### src/logic/acs_pkg.sv
// package: shared constants and types for the converter sequencing block
package acs_pkg;
   localparam int ACS_CONV_CLOCKS = 16;     // shift clocks per conversion
   localparam int ACS_CNT_W = 4;            // width of the edge counter
   localparam int ACS_TRACK_CLOCKS = 3;     // track phase length
   localparam int ACS_ZERO_EDGES = 4;       // leading zero falling edges
   localparam int ACS_CTRL_EDGES = 8;       // control byte rising edges
   localparam int ACS_RES_W = 12;           // result width
   localparam int ACS_CH_W = 3;             // channel select width
   localparam int ACS_CH_MSB_POS = 5;       // channel field top bit in control byte
   localparam logic [2:0] ACS_CH_RESET = 3'h0;
   localparam logic [3:0] ACS_CNT_RESET = 4'h0;
   // conversion phase, one-hot
   typedef enum logic [3:0] {
      ACS_OFF   = 4'b0001,
      ACS_TRACK = 4'b0010,
      ACS_HOLD  = 4'b0100,
      ACS_GAP   = 4'b1000
   } acs_phase_t;
endpackage

### src/logic/acs_sync.sv
// two-flop synchroniser for pin inputs
module acs_sync
   import acs_pkg::*;
#(
   parameter logic RESET_VAL = 1'b0
)(
   input wire logic clk,
   input wire logic rst_n,
   input wire logic pin,
   output logic q
);
   logic meta;

   // ===================================================
   // first flop only feeds the second
   always_ff @(posedge clk)
   begin
      if (!rst_n)
      begin
         meta <= RESET_VAL;
         q <= RESET_VAL;
      end
      else
      begin
         meta <= pin;
         q <= meta;
      end
   end
endmodule // acs_sync

### src/logic/acs_seq.sv
// sequencing and power control of the serial converter
module acs_seq
   import acs_pkg::*;
(
   input wire logic clk,
   input wire logic rst_n,
   input wire logic frame_sel_n,
   input wire logic shift_clk,
   input wire logic data_in,
   input wire logic [ACS_RES_W-1:0] sample_result,
   output logic data_out,
   output logic data_out_oe,
   output logic powered,
   output logic tracking,
   output logic converting,
   output logic [ACS_CH_W-1:0] track_channel,
   output logic [ACS_CH_W-1:0] next_channel_sel,
   output logic conv_done
);
   logic cs_n_s;
   logic sck_s;
   logic din_s;
   logic sck_d;
   logic cs_d;
   logic [ACS_CNT_W-1:0] rise_cnt;
   logic [ACS_CNT_W-1:0] fall_cnt;
   logic [7:0] ctrl_sr;
   logic [ACS_RES_W-1:0] shift_res;
   logic [ACS_RES_W-1:0] res_s;
   acs_phase_t phase;
   acs_phase_t next_phase;

   // ===================================================
   // pin synchronisers
   acs_sync #(.RESET_VAL(1'b1)) u_cs (.clk(clk), .rst_n(rst_n), .pin(frame_sel_n), .q(cs_n_s));
   acs_sync #(.RESET_VAL(1'b0)) u_sck (.clk(clk), .rst_n(rst_n), .pin(shift_clk), .q(sck_s));
   acs_sync #(.RESET_VAL(1'b0)) u_din (.clk(clk), .rst_n(rst_n), .pin(data_in), .q(din_s));

   // ===================================================
   // result word synchronised bit by bit; it is only captured at the fourth
   // falling edge, long after it settled, so its bits never resolve apart there
   genvar b;
   generate
      for (b = 0; b < ACS_RES_W; b = b + 1)
      begin : g_res_sync
         acs_sync #(.RESET_VAL(1'b0)) u_res (.clk(clk), .rst_n(rst_n),
            .pin(sample_result[b]), .q(res_s[b]));
      end
   endgenerate

   // ===================================================
   // edge decode; shift clock gated off while deselected
   wire active = !cs_n_s;
   wire cs_fall = active && cs_d;
   wire cs_rise = cs_n_s && !cs_d;
   wire sck_rise = active && sck_s && !sck_d;
   wire sck_fall_raw = active && !sck_s && sck_d;
   // frame start with clock low counts as the first falling edge
   wire sck_fall = sck_fall_raw || (cs_fall && !sck_s);
   wire last_fall = sck_fall && (fall_cnt == 4'(ACS_CONV_CLOCKS - 1));
   wire first_fall = sck_fall && (fall_cnt == ACS_CNT_RESET);
   wire hold_fall = sck_fall && (fall_cnt == 4'(ACS_TRACK_CLOCKS));
   wire ctrl_last = sck_rise && (rise_cnt == 4'(ACS_CTRL_EDGES - 1));
   wire [7:0] ctrl_byte = {ctrl_sr[6:0], din_s};
   wire zero_phase = fall_cnt < 4'(ACS_ZERO_EDGES);

   // ===================================================
   // phase transitions
   always_comb
   begin
      next_phase = phase;
      case (phase)
         ACS_OFF: if (first_fall) next_phase = ACS_TRACK;
         ACS_TRACK: if (hold_fall) next_phase = ACS_HOLD;
         ACS_HOLD: if (last_fall) next_phase = ACS_GAP;
         ACS_GAP: if (first_fall) next_phase = ACS_TRACK;
         default: next_phase = ACS_OFF;
      endcase
      if (!active) next_phase = ACS_OFF;
   end

   // ===================================================
   // sequencing state; counters restart every frame
   always_ff @(posedge clk)
   begin
      if (!rst_n)
      begin
         phase <= ACS_OFF;
         sck_d <= 1'b0;
         cs_d <= 1'b1;
         rise_cnt <= ACS_CNT_RESET;
         fall_cnt <= ACS_CNT_RESET;
         ctrl_sr <= 8'h00;
         shift_res <= '0;
         next_channel_sel <= ACS_CH_RESET;
         track_channel <= ACS_CH_RESET;
         data_out <= 1'b0;
         data_out_oe <= 1'b0;
         powered <= 1'b0;
         tracking <= 1'b0;
         converting <= 1'b0;
         conv_done <= 1'b0;
      end
      else
      begin
         sck_d <= sck_s;
         cs_d <= cs_n_s;
         phase <= next_phase;
         powered <= (next_phase == ACS_TRACK) || (next_phase == ACS_HOLD);
         tracking <= next_phase == ACS_TRACK;
         converting <= next_phase == ACS_HOLD;
         conv_done <= last_fall && active;
         data_out_oe <= active;
         if (!active)
         begin
            rise_cnt <= ACS_CNT_RESET;
            fall_cnt <= ACS_CNT_RESET;
            data_out <= 1'b0;
         end
         else
         begin
            // 4-bit counters wrap at 16, marking each conversion slot
            if (sck_rise) rise_cnt <= rise_cnt + 4'h1;
            if (sck_fall) fall_cnt <= fall_cnt + 4'h1;
            if (sck_rise && (rise_cnt < 4'(ACS_CTRL_EDGES))) ctrl_sr <= ctrl_byte;
            if (ctrl_last)
               next_channel_sel <= ctrl_byte[ACS_CH_MSB_POS -: ACS_CH_W];
            if (first_fall)
               track_channel <= next_channel_sel;
            if (hold_fall)
               shift_res <= res_s;
            // zeros first, then result msb first
            // only the held word is shifted, so a moving input cannot tear the result
            if (sck_fall)
            begin
               if (zero_phase || first_fall) data_out <= 1'b0;
               else data_out <= shift_res[ACS_RES_W - 1 - (fall_cnt - 4'(ACS_ZERO_EDGES))];
            end
         end
      end
   end

   // ===================================================
   // checks
   property p_off_when_deselected;
      @(posedge clk) disable iff (!rst_n) cs_n_s |=> !powered && !data_out_oe;
   endproperty
   a_off_when_deselected: assert property (p_off_when_deselected) else $error("not off");

   property p_gap_after_last;
      @(posedge clk) disable iff (!rst_n) (last_fall && active && !cs_rise) |=> !powered;
   endproperty
   a_gap_after_last: assert property (p_gap_after_last) else $error("no gap");

   property p_track_on_first;
      @(posedge clk) disable iff (!rst_n) (first_fall && active) |=> tracking;
   endproperty
   a_track_on_first: assert property (p_track_on_first) else $error("no track");

   property p_hold_on_fourth;
      @(posedge clk) disable iff (!rst_n) (hold_fall && phase == ACS_TRACK) |=> converting;
   endproperty
   a_hold_on_fourth: assert property (p_hold_on_fourth) else $error("no hold");

   property p_zero_lead;
      @(posedge clk) disable iff (!rst_n) (sck_fall && zero_phase && active) |=> !data_out;
   endproperty
   a_zero_lead: assert property (p_zero_lead) else $error("lead not zero");

   property p_chan_load;
      @(posedge clk) disable iff (!rst_n)
         (ctrl_last && active) |=> next_channel_sel == $past(ctrl_byte[5:3]);
   endproperty
   a_chan_load: assert property (p_chan_load) else $error("bad channel");

   property p_done_pulse;
      @(posedge clk) disable iff (!rst_n) conv_done |=> !conv_done;
   endproperty
   a_done_pulse: assert property (p_done_pulse) else $error("done too long");

   property p_counter_clear;
      @(posedge clk) disable iff (!rst_n) cs_n_s |=> fall_cnt == 4'h0 && rise_cnt == 4'h0;
   endproperty
   a_counter_clear: assert property (p_counter_clear) else $error("count kept");

   // ===================================================
   // capture, framing and output checks
   property p_capture_at_hold;
      @(posedge clk) disable iff (!rst_n) (hold_fall && active) |=> shift_res == $past(res_s);
   endproperty
   a_capture_at_hold: assert property (p_capture_at_hold) else $error("no capture");

   property p_done_on_last;
      @(posedge clk) disable iff (!rst_n) (last_fall && phase == ACS_HOLD) |=> conv_done;
   endproperty
   a_done_on_last: assert property (p_done_on_last) else $error("no done");

   property p_oe_while_selected;
      @(posedge clk) disable iff (!rst_n) active |=> data_out_oe;
   endproperty
   a_oe_while_selected: assert property (p_oe_while_selected) else $error("not driving");

   property p_result_msb;
      @(posedge clk) disable iff (!rst_n)
         (sck_fall && fall_cnt == 4'(ACS_ZERO_EDGES)) |=> data_out == shift_res[ACS_RES_W-1];
   endproperty
   a_result_msb: assert property (p_result_msb) else $error("msb not first");

   property p_idle_ignores_clock;
      @(posedge clk) disable iff (!rst_n) cs_n_s |=> !conv_done && phase == ACS_OFF;
   endproperty
   a_idle_ignores_clock: assert property (p_idle_ignores_clock) else $error("clock seen");
endmodule // acs_seq

### config.mk
export PLATFORM = sky130hd
export DESIGN_NAME = acs_seq
export DESIGN_NICKNAME = d
export VERILOG_FILES = /design/src/logic/acs_pkg.sv /design/src/logic/acs_sync.sv /design/src/logic/acs_seq.sv
export SDC_FILE = /design/constraint.sdc
export NUM_CORES = 1
export LEC_CHECK = 0
export BUFFER_PORTS_ARGS = -buffer_cell sky130_fd_sc_hd__buf_2
export CAP_MARGIN = 15
export CORE_MARGIN = 10
export CORE_UTILIZATION = 61
export DETAILED_ROUTE_END_ITERATION = 7
export PLACE_DENSITY = 0.82
export SETUP_SLACK_MARGIN = 0.5
export SLEW_MARGIN = 15
export SYNTH_ARGS = -nofsm -noshare
export SYNTH_HDL_FRONTEND = slang
export SYNTH_SLANG_ARGS = --single-unit
### constraint.sdc
create_clock -name clk -period 2.9 [get_ports clk]
set_clock_uncertainty 0.05 [all_clocks]
set_input_delay 0.58 -clock clk [delete_from_list [all_inputs] [get_ports clk]]
set_output_delay 0.58 -clock clk [all_outputs]
set_load 0.01 [all_outputs]
==> metrics, run 1 <==
Worst Path Class, Setup=register to register; routed vias/inst=5.11; routed length per instance=approximately 13 µm; vias in the first global route=1705; Antenna diodes=0; Hold Fails Final Rpt=0; area leader, netlist=dfxtp_1; post_cts resized=0; share of layout cells above drive strength 1=0.185; Leakage=1.28 nW; reg2reg setup slack=0.86 ns; max cap viols=0; status=completed; P_int=1.50 mW; Clock power frac=0.430; clock transition at the registers of the reported paths=0.07 ns; I/O Pins=29; Worst Max-Slew Pin Slew=0.784 ns; Initial Util=0.625; CP Data Required Time=between 3 and 4 ns; Worst slew margin=0.477; syn_nets=269; first-pass GRT wire length=7.40 mm; Chip Height=86.5 µm; H-tree levels=3; Layout area overhead=12.8%; Hold WS=around 0.38 ns; unrepaired setup endpoints after global routing=false; clock buffer depth=2; post-synth cell types=40; Post-synth EDFFs=0; worst ir drop on vdd=0.407 mV; IO buf count=28; Sum Neg Setup Slack=0 ns; drt drc=0; cells on worst reg2reg path=6; most numerous cell in the Yosys netlist=dfxtp_1; Synth Register Bits=73; Worst-Skew Late Latency=0.34 ns; cts hold-fix bufs=0; Num CTS Buffers=9; Critical R2R Launch=fall_cnt[2]; CP Capture Point=shift_res[8]; Final Util=0.705; Switch Pwr=approximately 400 µW; root buffer cell=clkbuf_8; Routed Antenna Nets=0; CTS Sinks=73; final setup vio count=0; Worst setup EP type=register; number of DRC markers in iteration 0=90; Vias=~1700; Worst setup SP type=register; critical path peak fanout=13; largest net degree at the start of global routing=56; final period demand of the worst path=2.04 ns; gr usage total=0.125; worst r2r dst=shift_res[8]; sequential share of the synthesized area=0.541; syn avg cell area=11.0 µm²; initial antenna violation count=0; core footprint=4320 µm²; die area=7490 µm²; grt ovf=0; final slew viol count=0; top_reg_cell synth=dfxtp_1; Post-CTS Setup Inserts=0; drt pass-1 iters=4; Post-Syn Instances=246; CTS tree=built; Total Wirelength=4.17 mm; Post-DP HPWL=2.85 mm; Async S/R FF share, synth=0; Critical Path AT=~2.2 ns; Hold Path Class=primary input to register; # rows=24; Placer Congestion=slightly above 0.8; sequential share of power=0.544; Comb pwr share=0.027; yosys synthesis warning count=0; area share of the largest cell type after synthesis=0.541; fin nets=294; period utilization=0.705; Cell Area, Synth=approximately 2700 µm²; switching part of the total power=0.208; Max Freq=489 MHz; Worst Setup SP=fall_cnt[2]; die width=86.5 µm; most common library cells after synthesis=dfxtp_1 (73), and2_1 (29), mux2i_1 (27); synth top area cells=dfxtp_1 (54%), mux2i_1 (10%), and2_1 (6.7%); P per Cell Area=622 nW/µm²
## layer usage
metal / GRT usage / share of wire / routed length [µm]
met1: 0.134 / 0.44 / 1850
met2: 0.203 / 0.48 / 2000
met3: 0.0591 / 0.062 / 259
met4: 0.0604 / 0.014 / 57
met5: 0 / 0 / 0
## metrics by stage
| stage | worst slack [ns] | power [mW] | std cells | cell area (µm²) |
|---|---|---|---|---|
| final | 0.857 | 1.89 | 328 | 3050 |
| after CTS | 0.843 | 1.92 | 328 | 3050 |
| after global placement | 0.895 | 1.10 | 312 | 2830 |
| after floorplan | 1.13 | 1.09 | 246 | 2700 |
| after global routing | 0.655 | 1.97 | 328 | 3050 |
| after detailed placement | 0.845 | 1.11 | 312 | 2830 |
## placed cells by master, fill, tap and decap left out, drive strengths merged, types with 2 or more instances in the layout
master    synthesis  layout
xor2              3       3
nor2b            24      24
nor4b             3       3
buf               6      29
or3               2       2
nor2             13      13
clkbuf            9      11
a21oi             4       4
nor3              2       2
nand4             5       5
and2             29      29
nand2             6       6
and3              2       2
inv               6       7
dfxtp            73      73
clkinvlp          0       2
o21ai             2       2
xnor2             5       5
mux2i            27      27
ha                6       6
nand2b            3       3
nand3             2       2
## kinds of logic (layout without fill, tap and decap cells)
family,Yosys count,after routing,share of synthesized area
and+or+nand+nor,94,94,0.208
xor gates and xnor gates,8,8,0.0259
adders and majority gates,6,6,0.0278
buffers and inverters,21,51,0.0380
muxes,29,29,0.113
AOI/OAI and AO/OA,15,15,0.0468
DFF,73,73,0.541
## worst max-delay path: stages (launching register included)
cell     delay [ns]
dfxtp_1        0.47
inv_1          0.13
ha_1           0.25
nand2_1        0.07
or3_1          0.61
mux2i_1        0.27
nor2b_1        0.08
## worst min path at each step
stage / from / end / slack [ns] / cells past startpoint
floorplan: u_cs.meta / u_cs.q / 0.34 / 1
global placement: u_cs.meta / u_cs.q / 0.35 / 1
detailed placement: u_cs.meta / u_cs.q / 0.36 / 1
CTS: frame_sel_n / u_cs.meta / 0.36 / 2
global route: frame_sel_n / u_cs.meta / 0.37 / 2
finish: frame_sel_n / u_cs.meta / 0.38 / 2
## state kept, by name (all words and copies together) (netlist names), 3 cells and up
register               cells
fall_cnt                   4
track_channel              3
g_res_sync.u_res.q        12
ctrl_sr                    5
g_res_sync.u_res.meta     12
shift_res                 12
rise_cnt                   4
next_channel_sel           3
phase                      4
## power by group through the flow
stage	sequential (mW)	combinational (mW)	clock, mW
CTS	1.03	0.0524	0.838
floorplan	1.05	0.0384	0
finish	1.03	0.0510	0.814
global placement	1.05	0.0510	0
detailed placement	1.05	0.0522	0
global route	1.03	0.0586	0.878
## cell type report
cell class                 count  area (µm²)
tap                           52        65.1
clock inverter                 5        62.6
sequential                    73        1460
timing repair buffer          29         148
inverter                       6        22.5
multi-input combinational    152        1140
clock buffer                  11         151
fill                         339        1280
Note: power is estimated with default switching activity, not from simulation.
==> inputs of run 2 (changes only) <==
--- a/config.mk
+++ b/config.mk
@@ -5,12 +5,13 @@
 export SDC_FILE = /design/constraint.sdc
 export NUM_CORES = 1
 export LEC_CHECK = 0
+export ABC_AREA = 1
 export BUFFER_PORTS_ARGS = -buffer_cell sky130_fd_sc_hd__buf_2
 export CAP_MARGIN = 15
 export CORE_MARGIN = 10
-export CORE_UTILIZATION = 61
+export CORE_UTILIZATION = 51
 export DETAILED_ROUTE_END_ITERATION = 7
-export PLACE_DENSITY = 0.82
+export PLACE_DENSITY = 0.74
 export SETUP_SLACK_MARGIN = 0.5
 export SLEW_MARGIN = 15
 export SYNTH_ARGS = -nofsm -noshare
==> constraint.sdc (replaced) <==
create_clock -name clk -period 1.7 [get_ports clk]
set_clock_uncertainty 0.05 [all_clocks]
set_input_delay 0.34 -clock clk [delete_from_list [all_inputs] [get_ports clk]]
set_output_delay 0.34 -clock clk [all_outputs]
set_load 0.01 [all_outputs]
==> run 2 against run 1 <==
  * Sequential cell count unchanged
  * Setup slack worse by 0.50 ns
  * Critical path depth rose by 1
  * Die area is 15% higher
  * Non-clock buffer count up 24
  * Via count is 28% higher
  * Cell count grew 40%
  * Fmax up 53%
  * Cell area up 15%
  * Sequential share of layout area is 5.5 points lower
  * Highest routed layer unchanged
==> metrics, run 2 <==
I/O Pins=29 (unchanged); Initial Util=0.527 (-0.0978); final period demand of the worst path=1.34 ns (-0.704 ns); drt drc=0 (unchanged); final instance area=3520 µm² (+15%); area share of the largest cell type after synthesis=0.543 (+0.00201); status=completed; grt ovf=0 (unchanged); most common library cells after synthesis=dfxtp_1 (73), inv_1 (63), nand2_1 (53); Leakage=1.76 nW (+38%); largest net degree at the start of global routing=41 (-27%); most numerous cell in the Yosys netlist=dfxtp_1; post-synth cell types=26 (-35%); max cap viols=0 (unchanged); drt pass-1 iters=4 (unchanged); fin nets=408 (+39%); worst path cell trace=nor2_4 -> o21ai_4 -> nor2_4 -> buf_6 -> o22ai_2 -> nand3_2 -> nand2_1; fillers=397 (+17%); P per Cell Area=933 nW/µm² (+50%); max incr delay on CP=0.37 ns (-0.24 ns); yosys synthesis warning count=0 (unchanged); Worst slew margin=0.727 (+0.249); H-tree levels=3 (unchanged); clock buffer depth=2 (unchanged); die width=92.6 µm (+7.0%); Sum Neg Setup Slack=0 ns (unchanged); Worst setup SP type=register; Post-Synth XOR/XNOR Area=0.00325 (-0.0227); Layout area overhead=30.8%; Routed Antenna Nets=0 (unchanged); Worst Path Buf+Inv=1 (unchanged); initial antenna violation count=0 (unchanged); gr usage total=0.145 (+0.0201); Async S/R FF share, synth=0 (unchanged); Synth Register Bits=73 (unchanged); Post-synth EDFFs=0 (unchanged); synth top area cells=dfxtp_1 (54%), inv_1 (8.8%), nand2_1 (7.4%); # rows=26 (+8.3%); Hold Path Class=primary input to register; syn avg cell area=8.18 µm² (-26%); Top delay family on crit path=simple AND/OR/NAND/NOR gates; Critical Path AT=1.52 ns (-0.70 ns); CTS tree=built; die area=8580 µm² (+15%); Worst Max-Slew Pin Slew=0.410 ns (-0.374 ns); non-filler cells in the finished layout=460 (+40%); syn_nets=352 (+31%); number of DRC markers in iteration 0=166 (+84%); Final Util=0.689 (-0.0157); placed cell area=2920 µm² (+3.0%); largest family of logic cells by synthesized area=simple AND/OR/NAND/NOR gates; Vias=2148 (+28%); final slew viol count=0 (unchanged); Hold Fails Final Rpt=0 (unchanged); top flop regs=g_res_sync.u_res.meta: 12 flops, g_res_sync.u_res.q: 12 flops, shift_res: 12 flops; overall power=3.28 mW (+73%); area leader, netlist=dfxtp_1; routed vias/inst=4.67 (-8.6%); Post-Syn Instances=329 (+34%); share of layout cells above drive strength 1=0.344 (+0.159); most frequent CP cell=nor2_4; most frequent cells in the layout=inv_1 (58), dfxtp_1 (58), nand2_1 (49); Chip Height=92.6 µm (+7.0%); routed length per instance=12.2 µm (-3.7%); critical path peak fanout=5 (-8); period utilization=0.788 (+0.0835); core footprint=5110 µm² (+18%); Worst Path Class, Setup=register to register; root buffer cell=clkbuf_8; mux cell area share after synthesis=0 (-0.113); clock transition at the registers of the reported paths=0.07 ns (about the same); CP max stage cell=dfxtp_4; Cell Area, Synth=2690 µm² (-0.37%); top_reg_cell synth=dfxtp_1; first-pass GRT wire length=10.0 mm (+35%); CTS Sinks=73 (unchanged); Placer Congestion=0.857 (+4.0%); sequential share of the synthesized area=0.543 (+0.00201); Max Freq=746 MHz (+53%); Num CTS Buffers=9 (unchanged); Adder-Cell Fraction of Synth Area=0.0279 (+0.000103); Total Wirelength=5.63 mm (+35%); cts hold-fix bufs=0 (unchanged); worst ir drop on vdd=0.617 mV (+52%); Placed Cells=422 (+35%); Worst setup EP type=register; IO buf count=28 (unchanged); CP Data Required Time=1.88 ns (-1.20 ns); Post-Synth Simple-Gate Area=0.206 (-0.00155); vias in the first global route=2213 (+30%); compound-cell area share of the yosys netlist=0.104 (+0.0574); Worst-Skew Late Latency=0.34 ns (about the same); Antenna diodes=0 (unchanged); unrepaired setup endpoints after global routing=true; Post-DP HPWL=3.17 mm (+11%); final setup vio count=0 (unchanged)
-- run 2: per-stage QoR --
stage | hold slack, ns | setup slack (ns)
detailed placement | 0.346 | 0.187
finish | 0.132 | 0.360
floorplan | 0.340 | 0.431
CTS | 0.110 | 0.376
global placement | 0.342 | 0.241
global route | 0.119 | 0.283
-- run 2: worst paths after layout --
check                                start                  endpoint  slack (ns)  cells after the start
setup / recovery                    u_cs.q                   powered        0.36                      7
setup reg to reg                    u_cs.q                   powered        0.36                      7
hold / removal            sample_result[6]  g_res_sync[6].u_res.meta        0.13                      3
hold reg to reg   g_res_sync[7].u_res.meta     g_res_sync[7].u_res.q        0.36                      2
-- run 2: worst min-delay path, cell delays in order --
cell     delay [ns]
buf_2          0.07
nand2_1        0.04
inv_1          0.04
-- run 2: routing by layer --
layer  vias to the layer above  GRT usage  wire (µm)
li1                       1110          -          -
met1                       968      0.158       2290
met2                        51      0.239       2870
met3                        19     0.0452        292
met4                         0     0.0951        180
met5                         -          0          0
-- run 2: logic make-up after synthesis --
logic type | after synthesis
adder cells (fa/ha/maj) | 6
AND/OR/NAND/NOR | 124
flip-flops | 73
XOR/XNOR | 1
buffers and inverters | 78
AO/OA/AOI/OAI | 47
-- run 2: repair_timing --
| item | CTS | global route |
|---|---|---|
| hold endpoints to repair | 0 | 0 |
| pin swaps | 15 | 8 |
| setup buffers | 19 | 2 |
| resized for setup | 50 | 21 |
| gates cloned | 1 | 0 |
| endpoints found under the setup margin | 39 | 44 |
-- run 2: power breakdown --
group / leakage [nW] / switching [mW] / total, mW / internal (mW)
logic: 1.05 / 0.0740 / 0.137 / 0.0630
registers: 0.602 / 0.0180 / 1.76 / 1.75
clock network: 0.107 / 0.585 / 1.38 / 0.798
total: 1.76 / 0.677 / 3.28 / 2.61
-- run 2: cell type report --
cell class | instances | area (µm²) | area share
tap | 70 | 87.6 | 0.0249
clock buffer | 14 | 173 | 0.0491
sequential | 73 | 1490 | 0.424
inverter | 69 | 277 | 0.0786
multi-input combinational | 178 | 1050 | 0.298
timing repair buffer | 53 | 403 | 0.114
timing repair inverter | 1 | 3.75 | 0.00107
clock inverter | 2 | 35.0 | 0.00995
==> inputs of run 3 (changes only) <==
==> constraint.sdc (replaced) <==
create_clock -name clk -period 1.2 [get_ports clk]
set_clock_uncertainty 0.05 [all_clocks]
set_input_delay 0.24 -clock clk [delete_from_list [all_inputs] [get_ports clk]]
set_output_delay 0.24 -clock clk [all_outputs]
set_load 0.01 [all_outputs]
==> run 3 against run 2 <==
  * The run now ends with negative setup slack left
  * Global-route usage is 0.93 points lower
  * Via count is 3.6% higher
  * Total power is 43% higher
  * Sequential share of layout area is 4.0 points lower
  * Cell area is 11% higher
  * Register-to-register slack worse by 0.54 ns
  * Critical path type unchanged
  * Largest cell class unchanged
  * Highest routed layer unchanged
==> metrics, run 3 (same netlist as run 2, synthesis figures left out) <==
final period demand of the worst path=1.38 ns (+0.0448 ns); Initial Util=0.527 (unchanged); status=complete, but fails checks; Critical R2R Launch=sck_d; Worst Path Buf+Inv=2 (+1); Max Freq=722 MHz (-3.2%); routed vias/inst=4.70 (+0.57%); non-filler cells in the finished layout=474 (+3.0%); fin nets=422 (+3.4%); Leakage=1.88 nW (+6.5%); max incr delay on CP=0.37 ns (about the same); die width=92.6 µm (unchanged); gr usage total=0.136 (-0.00931); Hold Fails Final Rpt=0 (unchanged); I/O Pins=29 (unchanged); Antenna diodes=0 (unchanged); clock transition at the registers of the reported paths=0.08 ns (about the same); critical path peak fanout=4 (-1); CP max stage cell=dfxtp_4; routed length per instance=13.2 µm (+7.7%); drt drc=0 (unchanged); Top delay family on crit path=compound AO/OA/AOI/OAI gates; initial antenna violation count=0 (unchanged); Worst Setup SP=sck_d; period utilization=1.15 (+0.366); Worst setup EP type=register; H-tree levels=3 (unchanged); CTS tree=built; max cap viols=0 (unchanged); vias in the first global route=2139 (-3.3%); Total Wirelength=6.25 mm (+11%); Placer Congestion=0.822 (-4.1%); hold path startpoint=sample_result[2]; Routed Antenna Nets=0 (unchanged); largest net degree at the start of global routing=56 (+37%); die area=8580 µm² (unchanged); commonest non-fill, non-tap cell in the layout=dfxtp_1; number of DRC markers in iteration 0=74 (-55%); # rows=26 (unchanged); Post-DP HPWL=3.48 mm (+9.7%); unrepaired setup endpoints after global routing=true; Final Util=0.762 (+0.0732); Critical Path AT=1.56 ns (+0.04 ns); Hold WS=0.00553 ns (-0.126 ns); final slew viol count=0 (unchanged); setup ws final=-0.185 ns (-0.545 ns); Hold Path Class=primary input to register; Worst Path Class, Setup=register to register; Vias=2226 (+3.6%); most frequent cells in the layout=dfxtp_1 (55), inv_1 (51), nand2_1 (45); P per Cell Area=1200 nW/µm² (+29%); violated checks=negative setup slack; IO buf count=28 (unchanged); Chip Height=92.6 µm (unchanged); grt ovf=0 (unchanged); worst ir drop on vdd=1.42 mV (+130%); Placed Cells=443 (+5.0%); first-pass GRT wire length=9.25 mm (-7.5%); Num CTS Buffers=9 (unchanged); top flop regs=g_res_sync.u_res.meta: 12 flops, g_res_sync.u_res.q: 12 flops, shift_res: 12 flops; core footprint=5110 µm² (unchanged); worst path cell trace=o21ai_4 -> inv_2 -> buf_6 -> o21ai_0 -> a21oi_1; Worst Max-Slew Pin Slew=0.312 ns (-0.0978 ns); CTS Sinks=73 (unchanged); CP Data Required Time=1.38 ns (-0.50 ns); final setup vio count=35 (+35); drt pass-1 iters=4 (unchanged); root buffer cell=clkbuf_8; Worst-Skew Late Latency=0.36 ns (+0.02 ns); Layout area overhead=44.7%; clock buffer depth=2 (unchanged); Worst slew margin=0.790 (+0.0630); share of layout cells above drive strength 1=0.465 (+0.122); Worst setup SP type=register
run 3: final cells by class:
class / instances / area, µm²
Sequential cell: 73 / 1500
Multi-Input combinational cell: 178 / 1220
Fill cell: 336 / 1210
Timing Repair Buffer: 68 / 603
Inverter: 69 / 283
Clock buffer: 10 / 138
Tap cell: 70 / 87.6
Clock inverter: 6 / 66.3
run 3: repair_timing:
item,4_1_cts,5_1_grt
pin swaps,17,26
buffers inserted,7,8
setup endpoints to repair,55,55
resized for setup,52,51
hold endpoints to repair,11,0
run 3: where the power goes:
part / switching (mW) / leakage, nW / total (mW) / internal, mW
registers: 0.0272 / 0.603 / 2.50 / 2.47
clock network: 0.924 / 0.107 / 1.95 / 1.02
logic: 0.125 / 1.17 / 0.246 / 0.121
total: 1.08 / 1.88 / 4.69 / 3.62
run 3: path summary, 6_finish.rpt:
path              depth (start not counted)  slack [ns]                  endpoint
hold reg to reg                           2        0.36     g_res_sync[3].u_res.q
setup reg to reg                          5       -0.18                  data_out
hold / removal                            3       0.006  g_res_sync[2].u_res.meta
setup / recovery                          5       -0.18                  data_out
run 3: metrics by stage:
step                setup slack, ns  power, mW  TNS [ns]  area, µm²
floorplan                   -0.0654       2.68    -0.606       2850
detailed placement           -0.103       2.74    -0.839       3200
finish                       -0.185       4.69     -3.49       3890
global route                 -0.274       4.87     -5.46       3890
global placement            -0.0440       2.74    -0.440       3200
CTS                         -0.0942       4.70     -1.91       3640
run 3: routing by layer:
metal | global-route usage | up-vias | share of wire
met2 | 0.225 | 44 | 0.51
met5 | 0 | - | 0
met4 | 0.0450 | 0 | 0.026
li1 | - | 1140 | -
met3 | 0.0678 | 16 | 0.048
met1 | 0.147 | 1026 | 0.41
run 3: worst min-delay path, cell delays in order:
cell     delay [ns]
buf_2          0.08
nand2_1        0.04
inv_1          0.04
